===== src/dtm_pkg.sv =====
// constants shared by the transfer mode logic: register map, mode fields, encodings, states
// assumes a 32-bit apb slave port with byte addresses and a simple 16-bit memory command port
package dtm_pkg;

  // register byte offsets
  localparam logic [7:0] OFF_MODE    = 8'h00;
  localparam logic [7:0] OFF_COUNT_A = 8'h04;
  localparam logic [7:0] OFF_COUNT_B = 8'h08;
  localparam logic [7:0] OFF_SOURCE  = 8'h0c;
  localparam logic [7:0] OFF_DEST    = 8'h10;
  localparam logic [7:0] OFF_CTRL    = 8'h14;
  localparam logic [7:0] OFF_STATUS  = 8'h18;

  // transfer_mode_a field positions
  localparam int SIZE_BIT   = 0;
  localparam int SIDE_BIT   = 1;
  localparam int OPMODE_LSB = 2;
  localparam int DEST_LSB   = 4;
  localparam int SRC_LSB    = 6;

  // control and status bit positions
  localparam int CTRL_EN_BIT   = 0;
  localparam int STAT_BUSY_BIT = 0;
  localparam int STAT_DONE_BIT = 1;

  // operating mode encodings
  localparam logic [1:0] OP_NORMAL = 2'b00;
  localparam logic [1:0] OP_REPEAT = 2'b01;
  localparam logic [1:0] OP_BLOCK  = 2'b10;

  // pointer update encodings, 00 and 01 both fixed
  localparam logic [1:0] UPD_INC = 2'b10;
  localparam logic [1:0] UPD_DEC = 2'b11;

  // reset values
  localparam logic [7:0]  MODE_RST  = 8'h00;
  localparam logic [15:0] COUNT_RST = 16'h0000;

  typedef enum logic [2:0] {
    ST_IDLE  = 3'b001,
    ST_READ  = 3'b010,
    ST_WRITE = 3'b100
  } dtm_state_t;

endpackage


===== src/dtm_transfer_mode_logic.sv =====
// transfer controller mode and addressing engine with its apb register file
// assumes apb master per protocol and a memory port that pulses memDone per finished command
//
// Implementation choices: the APB register port and the register addresses.
`timescale 1ns/1ns

// How it works
// - size bit picks byte or word, step
// - side clear: destination is repeat/block area
// - side set: source is repeat/block area
// - mode field picks normal, repeat or block
// - destination fixed or incremented by size
// - destination decremented by one or two
// - source fixed or incremented by size
// - source decremented by one or two
// - destination pointer addresses every write
module dtm_transfer_mode_logic #(
  parameter int ADDR_W = 16
) (
  input  wire logic              clk,
  input  wire logic              rstn,
  input  wire logic              psel,
  input  wire logic              penable,
  input  wire logic              pwrite,
  input  wire logic [7:0]        paddr,
  input  wire logic [31:0]       pwdata,
  output logic      [31:0]       prdata,
  output logic                   pready,
  output logic                   pslverr,
  input  wire logic              trigRequest,
  output logic                   busy,
  output logic                   xferDone,
  output logic                   memCmdValid,
  output logic                   memCmdWrite,
  output logic                   memCmdWord,
  output logic      [ADDR_W-1:0] memCmdAddr,
  output logic      [15:0]       memCmdWdata,
  input  wire logic              memDone,
  input  wire logic [15:0]       memRdata
);

  generate
    if (ADDR_W < 2 || ADDR_W > 32) begin : g_bad_width
      $error("ADDR_W must lie between 2 and 32");
    end
  endgenerate

  dtm_pkg::dtm_state_t state;
  dtm_pkg::dtm_state_t next_state;

  logic [7:0]        transferModeA;
  logic [15:0]       transferCountA;
  logic [15:0]       blockCountB;
  logic [ADDR_W-1:0] sourcePointer;
  logic [ADDR_W-1:0] destPointer;
  logic [ADDR_W-1:0] areaBase;
  logic [7:0]        blockLeft;
  logic              enable;
  logic              done;
  logic              areaArm;

  logic [7:0]        next_transferModeA;
  logic [15:0]       next_transferCountA;
  logic [15:0]       next_blockCountB;
  logic [ADDR_W-1:0] next_sourcePointer;
  logic [ADDR_W-1:0] next_destPointer;
  logic [ADDR_W-1:0] next_areaBase;
  logic [7:0]        next_blockLeft;
  logic              next_enable;
  logic              next_done;
  logic              next_areaArm;
  logic [31:0]       next_prdata;
  logic              next_pready;
  logic              next_pslverr;
  logic              next_busy;
  logic              next_xferDone;
  logic              next_memCmdValid;
  logic              next_memCmdWrite;
  logic              next_memCmdWord;
  logic [ADDR_W-1:0] next_memCmdAddr;
  logic [15:0]       next_memCmdWdata;

  // decoded mode fields
  logic              sizeSelect;
  logic              repeatSideSelect;
  logic [1:0]        opMode;
  logic [1:0]        destUpdate;
  logic [1:0]        sourceUpdate;

  assign sizeSelect       = transferModeA[dtm_pkg::SIZE_BIT];
  assign repeatSideSelect = transferModeA[dtm_pkg::SIDE_BIT];
  assign opMode           = transferModeA[dtm_pkg::OPMODE_LSB +: 2];
  assign destUpdate       = transferModeA[dtm_pkg::DEST_LSB +: 2];
  assign sourceUpdate     = transferModeA[dtm_pkg::SRC_LSB +: 2];

  function automatic logic isMapped(input logic [7:0] addr);
    unique case (addr)
      dtm_pkg::OFF_MODE,
      dtm_pkg::OFF_COUNT_A,
      dtm_pkg::OFF_COUNT_B,
      dtm_pkg::OFF_SOURCE,
      dtm_pkg::OFF_DEST,
      dtm_pkg::OFF_CTRL,
      dtm_pkg::OFF_STATUS: isMapped = 1'b1;
      default:             isMapped = 1'b0;
    endcase
  endfunction

  // one pointer update after each transfer
  function automatic logic [ADDR_W-1:0] stepPtr(input logic [ADDR_W-1:0] ptr,
                                                input logic [1:0]        upd,
                                                input logic              word);
    logic [ADDR_W-1:0] stride;
    stride = word ? ADDR_W'(2) : ADDR_W'(1);
    unique case (upd)
      dtm_pkg::UPD_INC: stepPtr = ptr + stride;
      dtm_pkg::UPD_DEC: stepPtr = ptr - stride;
      default:          stepPtr = ptr;
    endcase
  endfunction

  logic              setupPhase;
  logic              accessWrite;
  logic              engineIdle;
  logic [ADDR_W-1:0] srcStep;
  logic [ADDR_W-1:0] dstStep;
  logic              unitFinish;
  logic              seqEnd;
  logic              areaRestore;

  assign setupPhase  = psel & ~penable;
  assign accessWrite = psel & penable & pready & pwrite & ~pslverr;
  assign engineIdle  = (state == dtm_pkg::ST_IDLE);
  assign srcStep     = stepPtr(sourcePointer, sourceUpdate, sizeSelect);
  assign dstStep     = stepPtr(destPointer, destUpdate, sizeSelect);

  always_comb begin
    next_state          = state;
    next_transferModeA  = transferModeA;
    next_transferCountA = transferCountA;
    next_blockCountB    = blockCountB;
    next_sourcePointer  = sourcePointer;
    next_destPointer    = destPointer;
    next_areaBase       = areaBase;
    next_blockLeft      = blockLeft;
    next_enable         = enable;
    next_done           = done;
    next_areaArm        = areaArm;
    next_memCmdValid    = memCmdValid;
    next_memCmdWrite    = memCmdWrite;
    next_memCmdWord     = memCmdWord;
    next_memCmdAddr     = memCmdAddr;
    next_memCmdWdata    = memCmdWdata;
    next_xferDone       = 1'b0;
    unitFinish          = 1'b0;
    seqEnd              = 1'b0;
    areaRestore         = 1'b0;

    // apb: no wait state, answer prepared in the setup cycle
    next_pready  = setupPhase;
    next_pslverr = setupPhase & ~isMapped(paddr);
    next_prdata  = 32'h0;
    if (setupPhase && !pwrite) begin
      unique case (paddr)
        dtm_pkg::OFF_MODE:    next_prdata = {24'h0, transferModeA};
        dtm_pkg::OFF_COUNT_A: next_prdata = {16'h0, transferCountA};
        dtm_pkg::OFF_COUNT_B: next_prdata = {16'h0, blockCountB};
        dtm_pkg::OFF_SOURCE:  next_prdata = 32'(sourcePointer);
        dtm_pkg::OFF_DEST:    next_prdata = 32'(destPointer);
        dtm_pkg::OFF_CTRL:    next_prdata = 32'(enable);
        dtm_pkg::OFF_STATUS:  next_prdata = 32'({done, ~engineIdle});
        default:              next_prdata = 32'h0;
      endcase
    end

    // setup registers are frozen while a unit is in flight
    if (accessWrite) begin
      unique case (paddr)
        dtm_pkg::OFF_MODE:    if (engineIdle) next_transferModeA = pwdata[7:0];
        dtm_pkg::OFF_COUNT_A: if (engineIdle) next_transferCountA = pwdata[15:0];
        dtm_pkg::OFF_COUNT_B: if (engineIdle) next_blockCountB = pwdata[15:0];
        dtm_pkg::OFF_SOURCE:  if (engineIdle) next_sourcePointer = pwdata[ADDR_W-1:0];
        dtm_pkg::OFF_DEST:    if (engineIdle) next_destPointer = pwdata[ADDR_W-1:0];
        dtm_pkg::OFF_CTRL: begin
          next_enable = pwdata[dtm_pkg::CTRL_EN_BIT];
          if (pwdata[dtm_pkg::CTRL_EN_BIT] && !enable) begin
            next_areaArm = 1'b1;
          end
        end
        dtm_pkg::OFF_STATUS: begin
          if (pwdata[dtm_pkg::STAT_DONE_BIT]) begin
            next_done = 1'b0;
          end
        end
        default: begin
        end
      endcase
    end

    // engine; placed after the bus so hardware sets win
    unique case (state)
      dtm_pkg::ST_IDLE: begin
        if (enable && trigRequest) begin
          next_state       = dtm_pkg::ST_READ;
          next_memCmdValid = 1'b1;
          next_memCmdWrite = 1'b0;
          next_memCmdWord  = sizeSelect;
          next_memCmdAddr  = sourcePointer;
          next_blockLeft   = transferCountA[15:8];
          if (opMode == dtm_pkg::OP_BLOCK || areaArm) begin
            next_areaArm  = 1'b0;
            next_areaBase = repeatSideSelect ? sourcePointer : destPointer;
          end
        end
      end
      dtm_pkg::ST_READ: begin
        if (memDone) begin
          next_state       = dtm_pkg::ST_WRITE;
          next_memCmdWrite = 1'b1;
          next_memCmdAddr  = destPointer;
          next_memCmdWdata = sizeSelect ? memRdata : {8'h00, memRdata[7:0]};
        end
      end
      dtm_pkg::ST_WRITE: begin
        if (memDone) begin
          next_sourcePointer = srcStep;
          next_destPointer   = dstStep;
          unique case (opMode)
            dtm_pkg::OP_REPEAT: begin
              unitFinish = 1'b1;
              if (transferCountA[7:0] == 8'h01) begin
                next_transferCountA[7:0] = transferCountA[15:8];
                areaRestore              = 1'b1;
              end else begin
                next_transferCountA[7:0] = transferCountA[7:0] - 8'h01;
              end
            end
            dtm_pkg::OP_BLOCK: begin
              next_blockLeft = blockLeft - 8'h01;
              if (blockLeft == 8'h01) begin
                unitFinish       = 1'b1;
                areaRestore      = 1'b1;
                next_blockCountB = blockCountB - 16'h0001;
                seqEnd           = (blockCountB == 16'h0001);
              end
            end
            default: begin
              unitFinish          = 1'b1;
              next_transferCountA = transferCountA - 16'h0001;
              seqEnd              = (transferCountA == 16'h0001);
            end
          endcase
          if (areaRestore) begin
            if (repeatSideSelect) begin
              next_sourcePointer = areaBase;
            end else begin
              next_destPointer = areaBase;
            end
          end
          if (unitFinish) begin
            next_state       = dtm_pkg::ST_IDLE;
            next_memCmdValid = 1'b0;
            next_memCmdWrite = 1'b0;
            next_xferDone    = 1'b1;
            if (seqEnd) begin
              next_enable = 1'b0;
              next_done   = 1'b1;
            end
          end else begin
            next_state       = dtm_pkg::ST_READ;
            next_memCmdWrite = 1'b0;
            next_memCmdAddr  = next_sourcePointer;
          end
        end
      end
    endcase

    next_busy = (next_state != dtm_pkg::ST_IDLE);
  end

  always_ff @(posedge clk or negedge rstn) begin
    if (!rstn) begin
      state          <= dtm_pkg::ST_IDLE;
      transferModeA  <= dtm_pkg::MODE_RST;
      transferCountA <= dtm_pkg::COUNT_RST;
      blockCountB    <= dtm_pkg::COUNT_RST;
      sourcePointer  <= '0;
      destPointer    <= '0;
      areaBase       <= '0;
      blockLeft      <= 8'h00;
      enable         <= 1'b0;
      done           <= 1'b0;
      areaArm        <= 1'b0;
      prdata         <= 32'h0;
      pready         <= 1'b0;
      pslverr        <= 1'b0;
      busy           <= 1'b0;
      xferDone       <= 1'b0;
      memCmdValid    <= 1'b0;
      memCmdWrite    <= 1'b0;
      memCmdWord     <= 1'b0;
      memCmdAddr     <= '0;
      memCmdWdata    <= 16'h0000;
    end else begin
      state          <= next_state;
      transferModeA  <= next_transferModeA;
      transferCountA <= next_transferCountA;
      blockCountB    <= next_blockCountB;
      sourcePointer  <= next_sourcePointer;
      destPointer    <= next_destPointer;
      areaBase       <= next_areaBase;
      blockLeft      <= next_blockLeft;
      enable         <= next_enable;
      done           <= next_done;
      areaArm        <= next_areaArm;
      prdata         <= next_prdata;
      pready         <= next_pready;
      pslverr        <= next_pslverr;
      busy           <= next_busy;
      xferDone       <= next_xferDone;
      memCmdValid    <= next_memCmdValid;
      memCmdWrite    <= next_memCmdWrite;
      memCmdWord     <= next_memCmdWord;
      memCmdAddr     <= next_memCmdAddr;
      memCmdWdata    <= next_memCmdWdata;
    end
  end

endmodule


===== config.mk =====
export PLATFORM = sky130hd
export DESIGN_NAME = dtm_transfer_mode_logic
export DESIGN_NICKNAME = d
export VERILOG_FILES = /design/src/dtm_pkg.sv /design/src/dtm_transfer_mode_logic.sv
export SDC_FILE = /design/constraint.sdc
export NUM_CORES = 1
export LEC_CHECK = 0
export BUFFER_PORTS_ARGS = -buffer_cell sky130_fd_sc_hd__buf_2
export CAP_MARGIN = 20
export CORE_MARGIN = 3
export CORE_UTILIZATION = 37
export CTS_CLUSTER_DIAMETER = 50
export DETAILED_ROUTE_END_ITERATION = 7
export PLACE_DENSITY_LB_ADDON = 0.08
export SLEW_MARGIN = 20
export SYNTH_ARGS = -nofsm -noshare
export SYNTH_HDL_FRONTEND = slang
export SYNTH_SLANG_ARGS = --single-unit

===== constraint.sdc =====
create_clock -name clk -period 4 [get_ports clk]
set_input_delay 0.2 -clock clk [delete_from_list [all_inputs] [get_ports clk]]
set_output_delay 0.2 -clock clk [all_outputs]
set_load 0.05 [all_outputs]

# After elaboration in Yosys (flattened, before gate mapping)
# Cells that the tools add are included.
# op_classes
reduce_logical	18
n_shift	0
n_mux	93
div	0
eq_ne	26
n_bitwise	10
multipliers	0
n_lt_le_gt_ge	0
add_sub_neg	8
# op_table
operator	n
16-bit two-way mux	33
16-bit case mux with 7 select lines	1
16-bit case mux with 2 select lines	2
16-bit case mux with 3 select lines	1
8-bit two-way mux	5
1-bit two-way mux	39
16-bit by 1-bit == test with 1-bit output, second input constant	2
8-bit case mux with 2 select lines	2
16-bit by 1-bit subtractor with 16-bit output, second input constant	2
8-bit by 5-bit == test with 1-bit output, second input constant	3
16-bit adder	1
16-bit by 2-bit adder with 16-bit output	1
8-bit by 1-bit == test with 1-bit output, second input constant	2
8-bit by 4-bit == test with 1-bit output, second input constant	2
16-bit subtractor	1
16-bit by 2-bit subtractor with 16-bit output	1
8-bit by 1-bit subtractor with 8-bit output, second input constant	2
4-bit AND reduction	3
2-bit == test, second input constant	5
3-bit two-way mux	3
3-bit case mux with 3 select lines	1
3-bit AND reduction	3
8-bit by 3-bit == test with 1-bit output, second input constant	1
8-bit logical NOT	1
other kinds (19)	38
# totals
rom_bits	0
inputBits	63
reg_bits	173
latch_bits	0
word_cells	176
ramBits	0
memories	0

# Longest topological paths before layout
# Gate-level depths: netlist of run 1.
# depth
ltp_word	9
depth_mapped	13
mapped_depth_nobuf	13

# Worst setup path after synthesis of run 1
# OpenSTA, ideal clock, no wires.
# synth_path
path_kind	register to register
start	reg transferModeA[5]
end	reg destPointer[12]
setup_time_ns	0.077
t_arrival_ns	2.863
required_time_ns	3.923
path_stages_with_launch	14
path_buffers	1
slack_ns	1.060
cell_sequence	dfrtp_1 clkbuf_1 and2_1 and2_1 fa_1 a21oi_1 o21ai_0 a21oi_1 o21ai_0 a21o_1 a211oi_1 xnor2_1 mux2i_1 a21oi_1
# synth_between
elab_chain_cells	6
# synth_lines
item	line_no	text
start, declared	dtm_transfer_mode_logic.sv:51	logic [7:0] transferModeA;
start signal, assigned	dtm_transfer_mode_logic.sv:284	transferModeA <= dtm_pkg::MODE_RST;
start signal, assigned	dtm_transfer_mode_logic.sv:306	transferModeA <= next_transferModeA;
2-bit == test	dtm_transfer_mode_logic.sv:115	unique case (upd)
16-bit case mux with 2 select lines *	dtm_transfer_mode_logic.sv:115	
16-bit two-way mux	dtm_transfer_mode_logic.sv:254	if (repeatSideSelect) begin
16-bit two-way mux *	dtm_transfer_mode_logic.sv:253	if (areaRestore) begin
16-bit two-way mux *	dtm_transfer_mode_logic.sv:225	if (memDone) begin
16-bit two-way mux *	dtm_transfer_mode_logic.sv:201	unique case (state)
net next_destPointer[12]	dtm_transfer_mode_logic.sv:66	logic [ADDR_W-1:0] next_destPointer;
end signal, assigned	dtm_transfer_mode_logic.sv:310	destPointer <= next_destPointer;
end, declared	dtm_transfer_mode_logic.sv:55	logic [ADDR_W-1:0] destPointer;
# The timed path passes the listed nets; every way through them passes the cells marked *.
# A chain may end at the register's enable or synchronous reset.

# Worst setup path after layout of run 1
# layout_path
start	reg transferModeA[4]
end	reg destPointer[15]
# Same word-level chain as after synthesis.

==> results.cfg, run 1 <==
[final_layout]
n_antenna_cell = 0
area_growth_pct = 15.7
final_cells = 1641
seq_area_um2 = 3930
final_nets = 1348
nFillCells = 2721
layout-drive-gt1-share_pct = 17.8
multi_input_area_um2 = 5850
utilization_pct = 43.8
postLayoutCellArea_um2 = 11900

[power]
p_leak_nw = 5.15
finalPower_mw = 6.23
p_clk_share_pct = 29.3
swShare_pct = 39.7
p_comb_share_pct = 33.1
power_density_nw_per_um2 = 523
p_seq_share_pct = 37.6
power.switching_mw = 2.47
ir_worst_vdd_v = 0.000242
internal_power_mw = 3.76

[hold_path]
min_path_type = in -> reg
worstHoldStart = psel
hold_depth = 3

[synthesis]
synth_top_cell_by_area = dfrtp_1
synth_area_um2 = 10300
synth-seq-area-share_pct = 38.2
ys_dominant_reg_cell = dfrtp_1
synthArstFlopShare_pct = 100
ys_ff_latch = 157
synth_area_leaders = dfrtp_1 (38%), mux2i_1 (5.7%), nor2_1 (5.2%), a21oi_1 (5.0%), o21ai_0 (4.7%)
syn_inst = 1170
synth_top_area_share_pct = 37.9
avgSynthCellArea_um2 = 8.79
yosys.cell_types.count = 72
synth-edff-count = 0
ys_warn_count = 0

[die]
core-area_um2 = 27200
placementRows = 60
die-area_um2 = 29800
start_util_pct = 37.9
die_height_um = 173
ioPinCount = 134
die_w_um = 173

[setup_path]
crit_type = reg -> reg
cpMaxStageDelayCell = a211oi_1
start_kind = flip-flop
path_common_cell = and2_1
crit_buf_inv = 0
worst_path_largest_cell_delay_ps = 530
reg2reg_depth = 12
r2r_start = transferModeA[4]$_DFFE_PN0P_
critPathTopFamily = compound AO/OA/AOI/OAI gates
arrival_ps = 3830
crit_start = transferModeA[4]$_DFFE_PN0P_
endpoint_kind = flip-flop
crit_fanout = 14
crit_required_ps = 4300
crit_path_cell_trace = and2_1 > and2_1 > ha_1 > nand2b_1 > a21oi_1 > nor2_1 > o21ai_0 > a41oi_1 > a211oi_1 > xor2_1 > mux2i_1 > a221oi_1
cp.depth = 12

[place]
postPlaceCellArea_um2 = 11100
io_buffers = 101
place_inst = 1594
gp_congestion = 0.900
place_worst_setup_slack_ps = 571
dpl.hpwl_um = 25600

[timing]
finalHoldViolCount = 0
finalMaxSlewViolations = 0
fmax_mhz = 283
fin_hold_ws_ps = 24.9
skew_ps = 12.4
relSlewSlack_pct = 34.5
worst_pin_slew_ps = 982
worst_slack_ps = 470
setup_violations = 0
finalSetupTns_ps = 0
period_needed_ps = 3530
finalCritPeriodShare_pct = 88.2
rsz0062_at_grt = false

[grt]
gr-usage-met2_pct = 37.2
antenna_found_initial = 0
use_met3_pct = 3.36
gr-usage-met1_pct = 33.2
grt_busiest_layer = met2
gr-usage-all-layers_pct = 23.6
grt_max_degree = 98
grt_pass1_wl_um = 55000
grt_overflow_total = 0
grt_pass1_vias = 9030

[clock_tree]
cts_max_level = 4
cts_tree = built
postCtsSetupRepairBufs = 0
cts-buffers-inserted = 17
clk_latency_ps = 450
clkTransAtPathRegs_ps = 70
clock-sinks = 157
cts_resized = 0
cts_buffer_depth = 2
hold_buffers = 17
cts_root_buf = clkbuf_16

[status]
outcome = finished clean

[routing]
drt_pass1_iterations = 8
ant_nets = 0
vias_per_cell = 5.67
wirelength_um = 35200
routed-via-count = 9300
drt-initial-drc-count = 940
wl_per_cell_um = 21.5
drc = 0

[run]
max-cap-violations = 0
## final timing paths
| path | endpoint | slack, ps |
|---|---|---|
| setup reg to reg | destPointer[15]$_DFF_PN0_ | 470 |
| min in group asynchronous | memCmdAddr[13]$_DFFE_PN0P_ | 450 |
| max in group asynchronous | memCmdWdata[14]$_DFFE_PN0P_ | 2660 |
| setup / recovery | destPointer[15]$_DFF_PN0_ | 470 |
| hold reg to reg | memCmdWdata[13]$_DFFE_PN0P_ | 480 |
| hold / removal | pready$_DFF_PN0_ | 20 |
## layout by cell type (no fill, tap or decap), types with 12 or more instances in the layout
master / count
inv_1: 33
a211oi_1: 21
ha_1: 25
nand2_1: 98
mux2i_1: 59
o21ai_0: 95
o22ai_1: 17
xor2_1: 16
a22o_1: 12
mux2_2: 30
nor3_1: 23
nand3_1: 26
buf_4: 26
xnor2_1: 18
dfrtp_1: 156
a22oi_1: 18
dlygate4sd3_1: 17
nor2b_1: 12
nor2_1: 142
buf_2: 100
clkbuf_16: 17
conb_1: 16
a21oi_1: 102
## power by group through the flow
stage	registers (mW)	clock network [mW]	logic, mW
2_1_floorplan	2.32	0	1.42
3_3_place_gp	2.35	0	2.04
3_5_place_dp	2.36	0	2.04
4_1_cts	2.33	1.86	2.06
5_1_grt	2.38	1.92	2.29
6_report	2.34	1.82	2.06
## layer usage
metal | up-vias | share of wire (%)
li1 | 4387 | -
met1 | 4557 | 46
met3 | 47 | 4.9
met5 | - | 0
met4 | 0 | 2.8
met2 | 309 | 46
## cell families (layout without fill, tap and decap cells)
group	Yosys count	after routing	synth area share, %
mux	97	97	10.8
other cells	1	16	0.0364
compound gates	348	348	21.4
fa+ha+maj	27	27	3.43
flops	157	157	38.2
buf+inv	124	208	5.55
simple gates	382	382	17.8
xor+xnor	34	34	2.89
## cells in the mapped netlist, types with 9 or more instances
library cell and n:
dfrtp_1 156, nor2_1 143, a21oi_1 102, nand2_1 98, o21ai_0 96, mux2i_1 59
clkbuf_1 56, inv_1 33, mux2_2 30, nand3_1 26, ha_1 25, nor3_1 23
a211oi_1 21, buf_4 21, a22oi_1 18, xnor2_1 18, o22ai_1 17, xor2_1 16
a22o_1 12, nor2b_1 12, nand2b_1 10, nor4_1 10, o221a_2 9
## layout make-up
type | count | area share [%]
clock buffer | 19 | 3.72
clock inverter | 11 | 1.61
inverter | 33 | 1.04
multi-input combinational | 904 | 49.2
sequential | 157 | 33.0
tap | 372 | 3.91
timing repair buffer | 145 | 7.54
## sequential cells by signal, summed over array words and instances, names as in the netlist, 3 cells and up
name,cells
areaBase,16
blockCountB,16
destPointer,16
memCmdAddr,16
memCmdWdata,16
prdata,16
sourcePointer,16
transferCountA,16
blockLeft,8
transferModeA,8
state,3
## worst register-to-register path: cells and delay by family (launching register included)
family          cells  cell delay, ps
compound gates      5            1360
xor+xnor            1             220
fa+ha+maj           1             270
flops               1             420
mux                 1             220
simple gates        4             890
Power figures use the tool's default switching activity.
==> run 2: changes to the inputs <==
- CTS_BUF_LIST: not set -> sky130_fd_sc_hd__clkbuf_16
==> run 2 against run 1 <==
  * Clock skew is essentially flat
  * Clock power is essentially flat
  * Critical endpoint unchanged
  * Critical path type unchanged
  * Largest power group unchanged
  * Sequential power about the same
  * Combinational power hardly changed
  * First-iteration DRC count decreased by 0.32%
==> results.cfg, run 2 (synthesis gave the netlist of run 1 again) <==
[final_layout]
area_growth_pct = 15.6
final_cells = 1641
n_antenna_cell = 0
postLayoutCellArea_um2 = 11900
layout-drive-gt1-share_pct = 17.7
final_common_cell = dfrtp_1
final_nets = 1348
most-common-layout-cells = dfrtp_1 (156), nor2_1 (142), a21oi_1 (102)
nFillCells = 2720

[die]
core-area_um2 = 27200
die-area_um2 = 29800
placementRows = 60
start_util_pct = 37.9
die_height_um = 173
die_w_um = 173
ioPinCount = 134

[clock_tree]
clk_latency_ps = 450
cts_root_buf = clkbuf_16
clkTransAtPathRegs_ps = 70
postCtsSetupRepairBufs = 0
cts_buffer_depth = 2
cts_tree = built
cts_resized = 0
hold_buffers = 17
clock-sinks = 157
cts-buffers-inserted = 17
cts_max_level = 4

[hold_path]
min_path_type = in -> reg

[setup_path]
crit_required_ps = 4300
endpoint_kind = flip-flop
crit_fanout = 14
start_kind = flip-flop
crit_type = reg -> reg
arrival_ps = 3830

[place]
dpl.hpwl_um = 25600
postPlaceCellArea_um2 = 11100
io_buffers = 101
place_inst = 1594
gp_congestion = 0.900

[power]
power.switching_mw = 2.47
power_density_nw_per_um2 = 522
swShare_pct = 39.8
p_comb_share_pct = 33.3
p_clk_share_pct = 29.0
internal_power_mw = 3.74
p_leak_nw = 5.15
ir_worst_vdd_v = 0.000242
p_seq_share_pct = 37.8

[status]
outcome = finished clean

[grt]
antenna_found_initial = 0
grt_max_degree = 98
grt_overflow_total = 0
gr-usage-all-layers_pct = 23.6
grt_pass1_wl_um = 55000
grt_pass1_vias = 9031

[timing]
skew_ps = 12.9
rsz0062_at_grt = false
period_needed_ps = 3530
finalMaxSlewViolations = 0
finalHoldViolCount = 0
finalSetupTns_ps = 0
relSlewSlack_pct = 34.1
worst_pin_slew_ps = 988
finalCritPeriodShare_pct = 88.4
setup_violations = 0
fmax_mhz = 283

[routing]
vias_per_cell = 5.66
drc = 0
drt_pass1_iterations = 7
routed-via-count = 9283
wirelength_um = 35300
drt-initial-drc-count = 937
wl_per_cell_um = 21.5
ant_nets = 0

[run]
max-cap-violations = 0
-- run 2: power by group through the flow --
stage	clock [mW]	combinational, mW	sequential (mW)
after detailed placement	0	2.04	2.36
after CTS	1.84	2.06	2.33
after global routing	1.90	2.29	2.38
final	1.80	2.06	2.34
after floorplan	0	1.42	2.32
after global placement	0	2.04	2.35
-- run 2: final timing paths --
kind / start / to / slack [ps] / depth (start not counted)
min in group asynchronous: rstn / memCmdAddr[13]$_DFFE_PN0P_ / 450 / 2
max in group asynchronous: rstn / memCmdWdata[14]$_DFFE_PN0P_ / 2650 / 3
hold reg to reg: memCmdWdata[13]$_DFFE_PN0P_ / memCmdWdata[13]$_DFFE_PN0P_ / 480 / 2
setup reg to reg: transferModeA[4]$_DFFE_PN0P_ / destPointer[15]$_DFF_PN0_ / 470 / 12
setup / recovery: transferModeA[4]$_DFFE_PN0P_ / destPointer[15]$_DFF_PN0_ / 470 / 12
hold / removal: psel / pready$_DFF_PN0_ / 30 / 3
-- run 2: final cells by class --
class | count | area, µm² | area share (%)
Inverter | 33 | 124 | 1.04
Tap cell | 372 | 465 | 3.91
Clock buffer | 17 | 425 | 3.58
Sequential cell | 157 | 3930 | 33.0
Timing Repair Buffer | 145 | 897 | 7.54
Multi-Input combinational cell | 904 | 5850 | 49.2
Clock inverter | 13 | 199 | 1.67
-- run 2: worst max-delay path, cell delays in order (launching register included) --
cell and delay (ps):
dfrtp_1 420, and2_1 400, and2_1 300, ha_1 270
nand2b_1 70, a21oi_1 200, nor2_1 110, o21ai_0 330
a41oi_1 200, a211oi_1 530, xor2_1 220, mux2i_1 220
a221oi_1 100
-- run 2: routing by layer --
metal  vias up  track usage, %  routed length (µm)
met1      4533            33.2               16300
li1       4389               -                   -
met5         -               0                   0
met2       312            37.2               16100
met4         0            8.21                 990
met3        49            3.36                1840
-- run 2: through the flow --
stage	hold slack, ps	setup slack [ps]	power (mW)	util [%]
global placement	403	603	4.39	40.8
floorplan	-95.6	1060	3.73	-
global route	44.6	317	6.56	43.8
finish	26.9	465	6.20	43.8
detailed placement	396	571	4.40	40.8
CTS	20.5	546	6.23	43.8
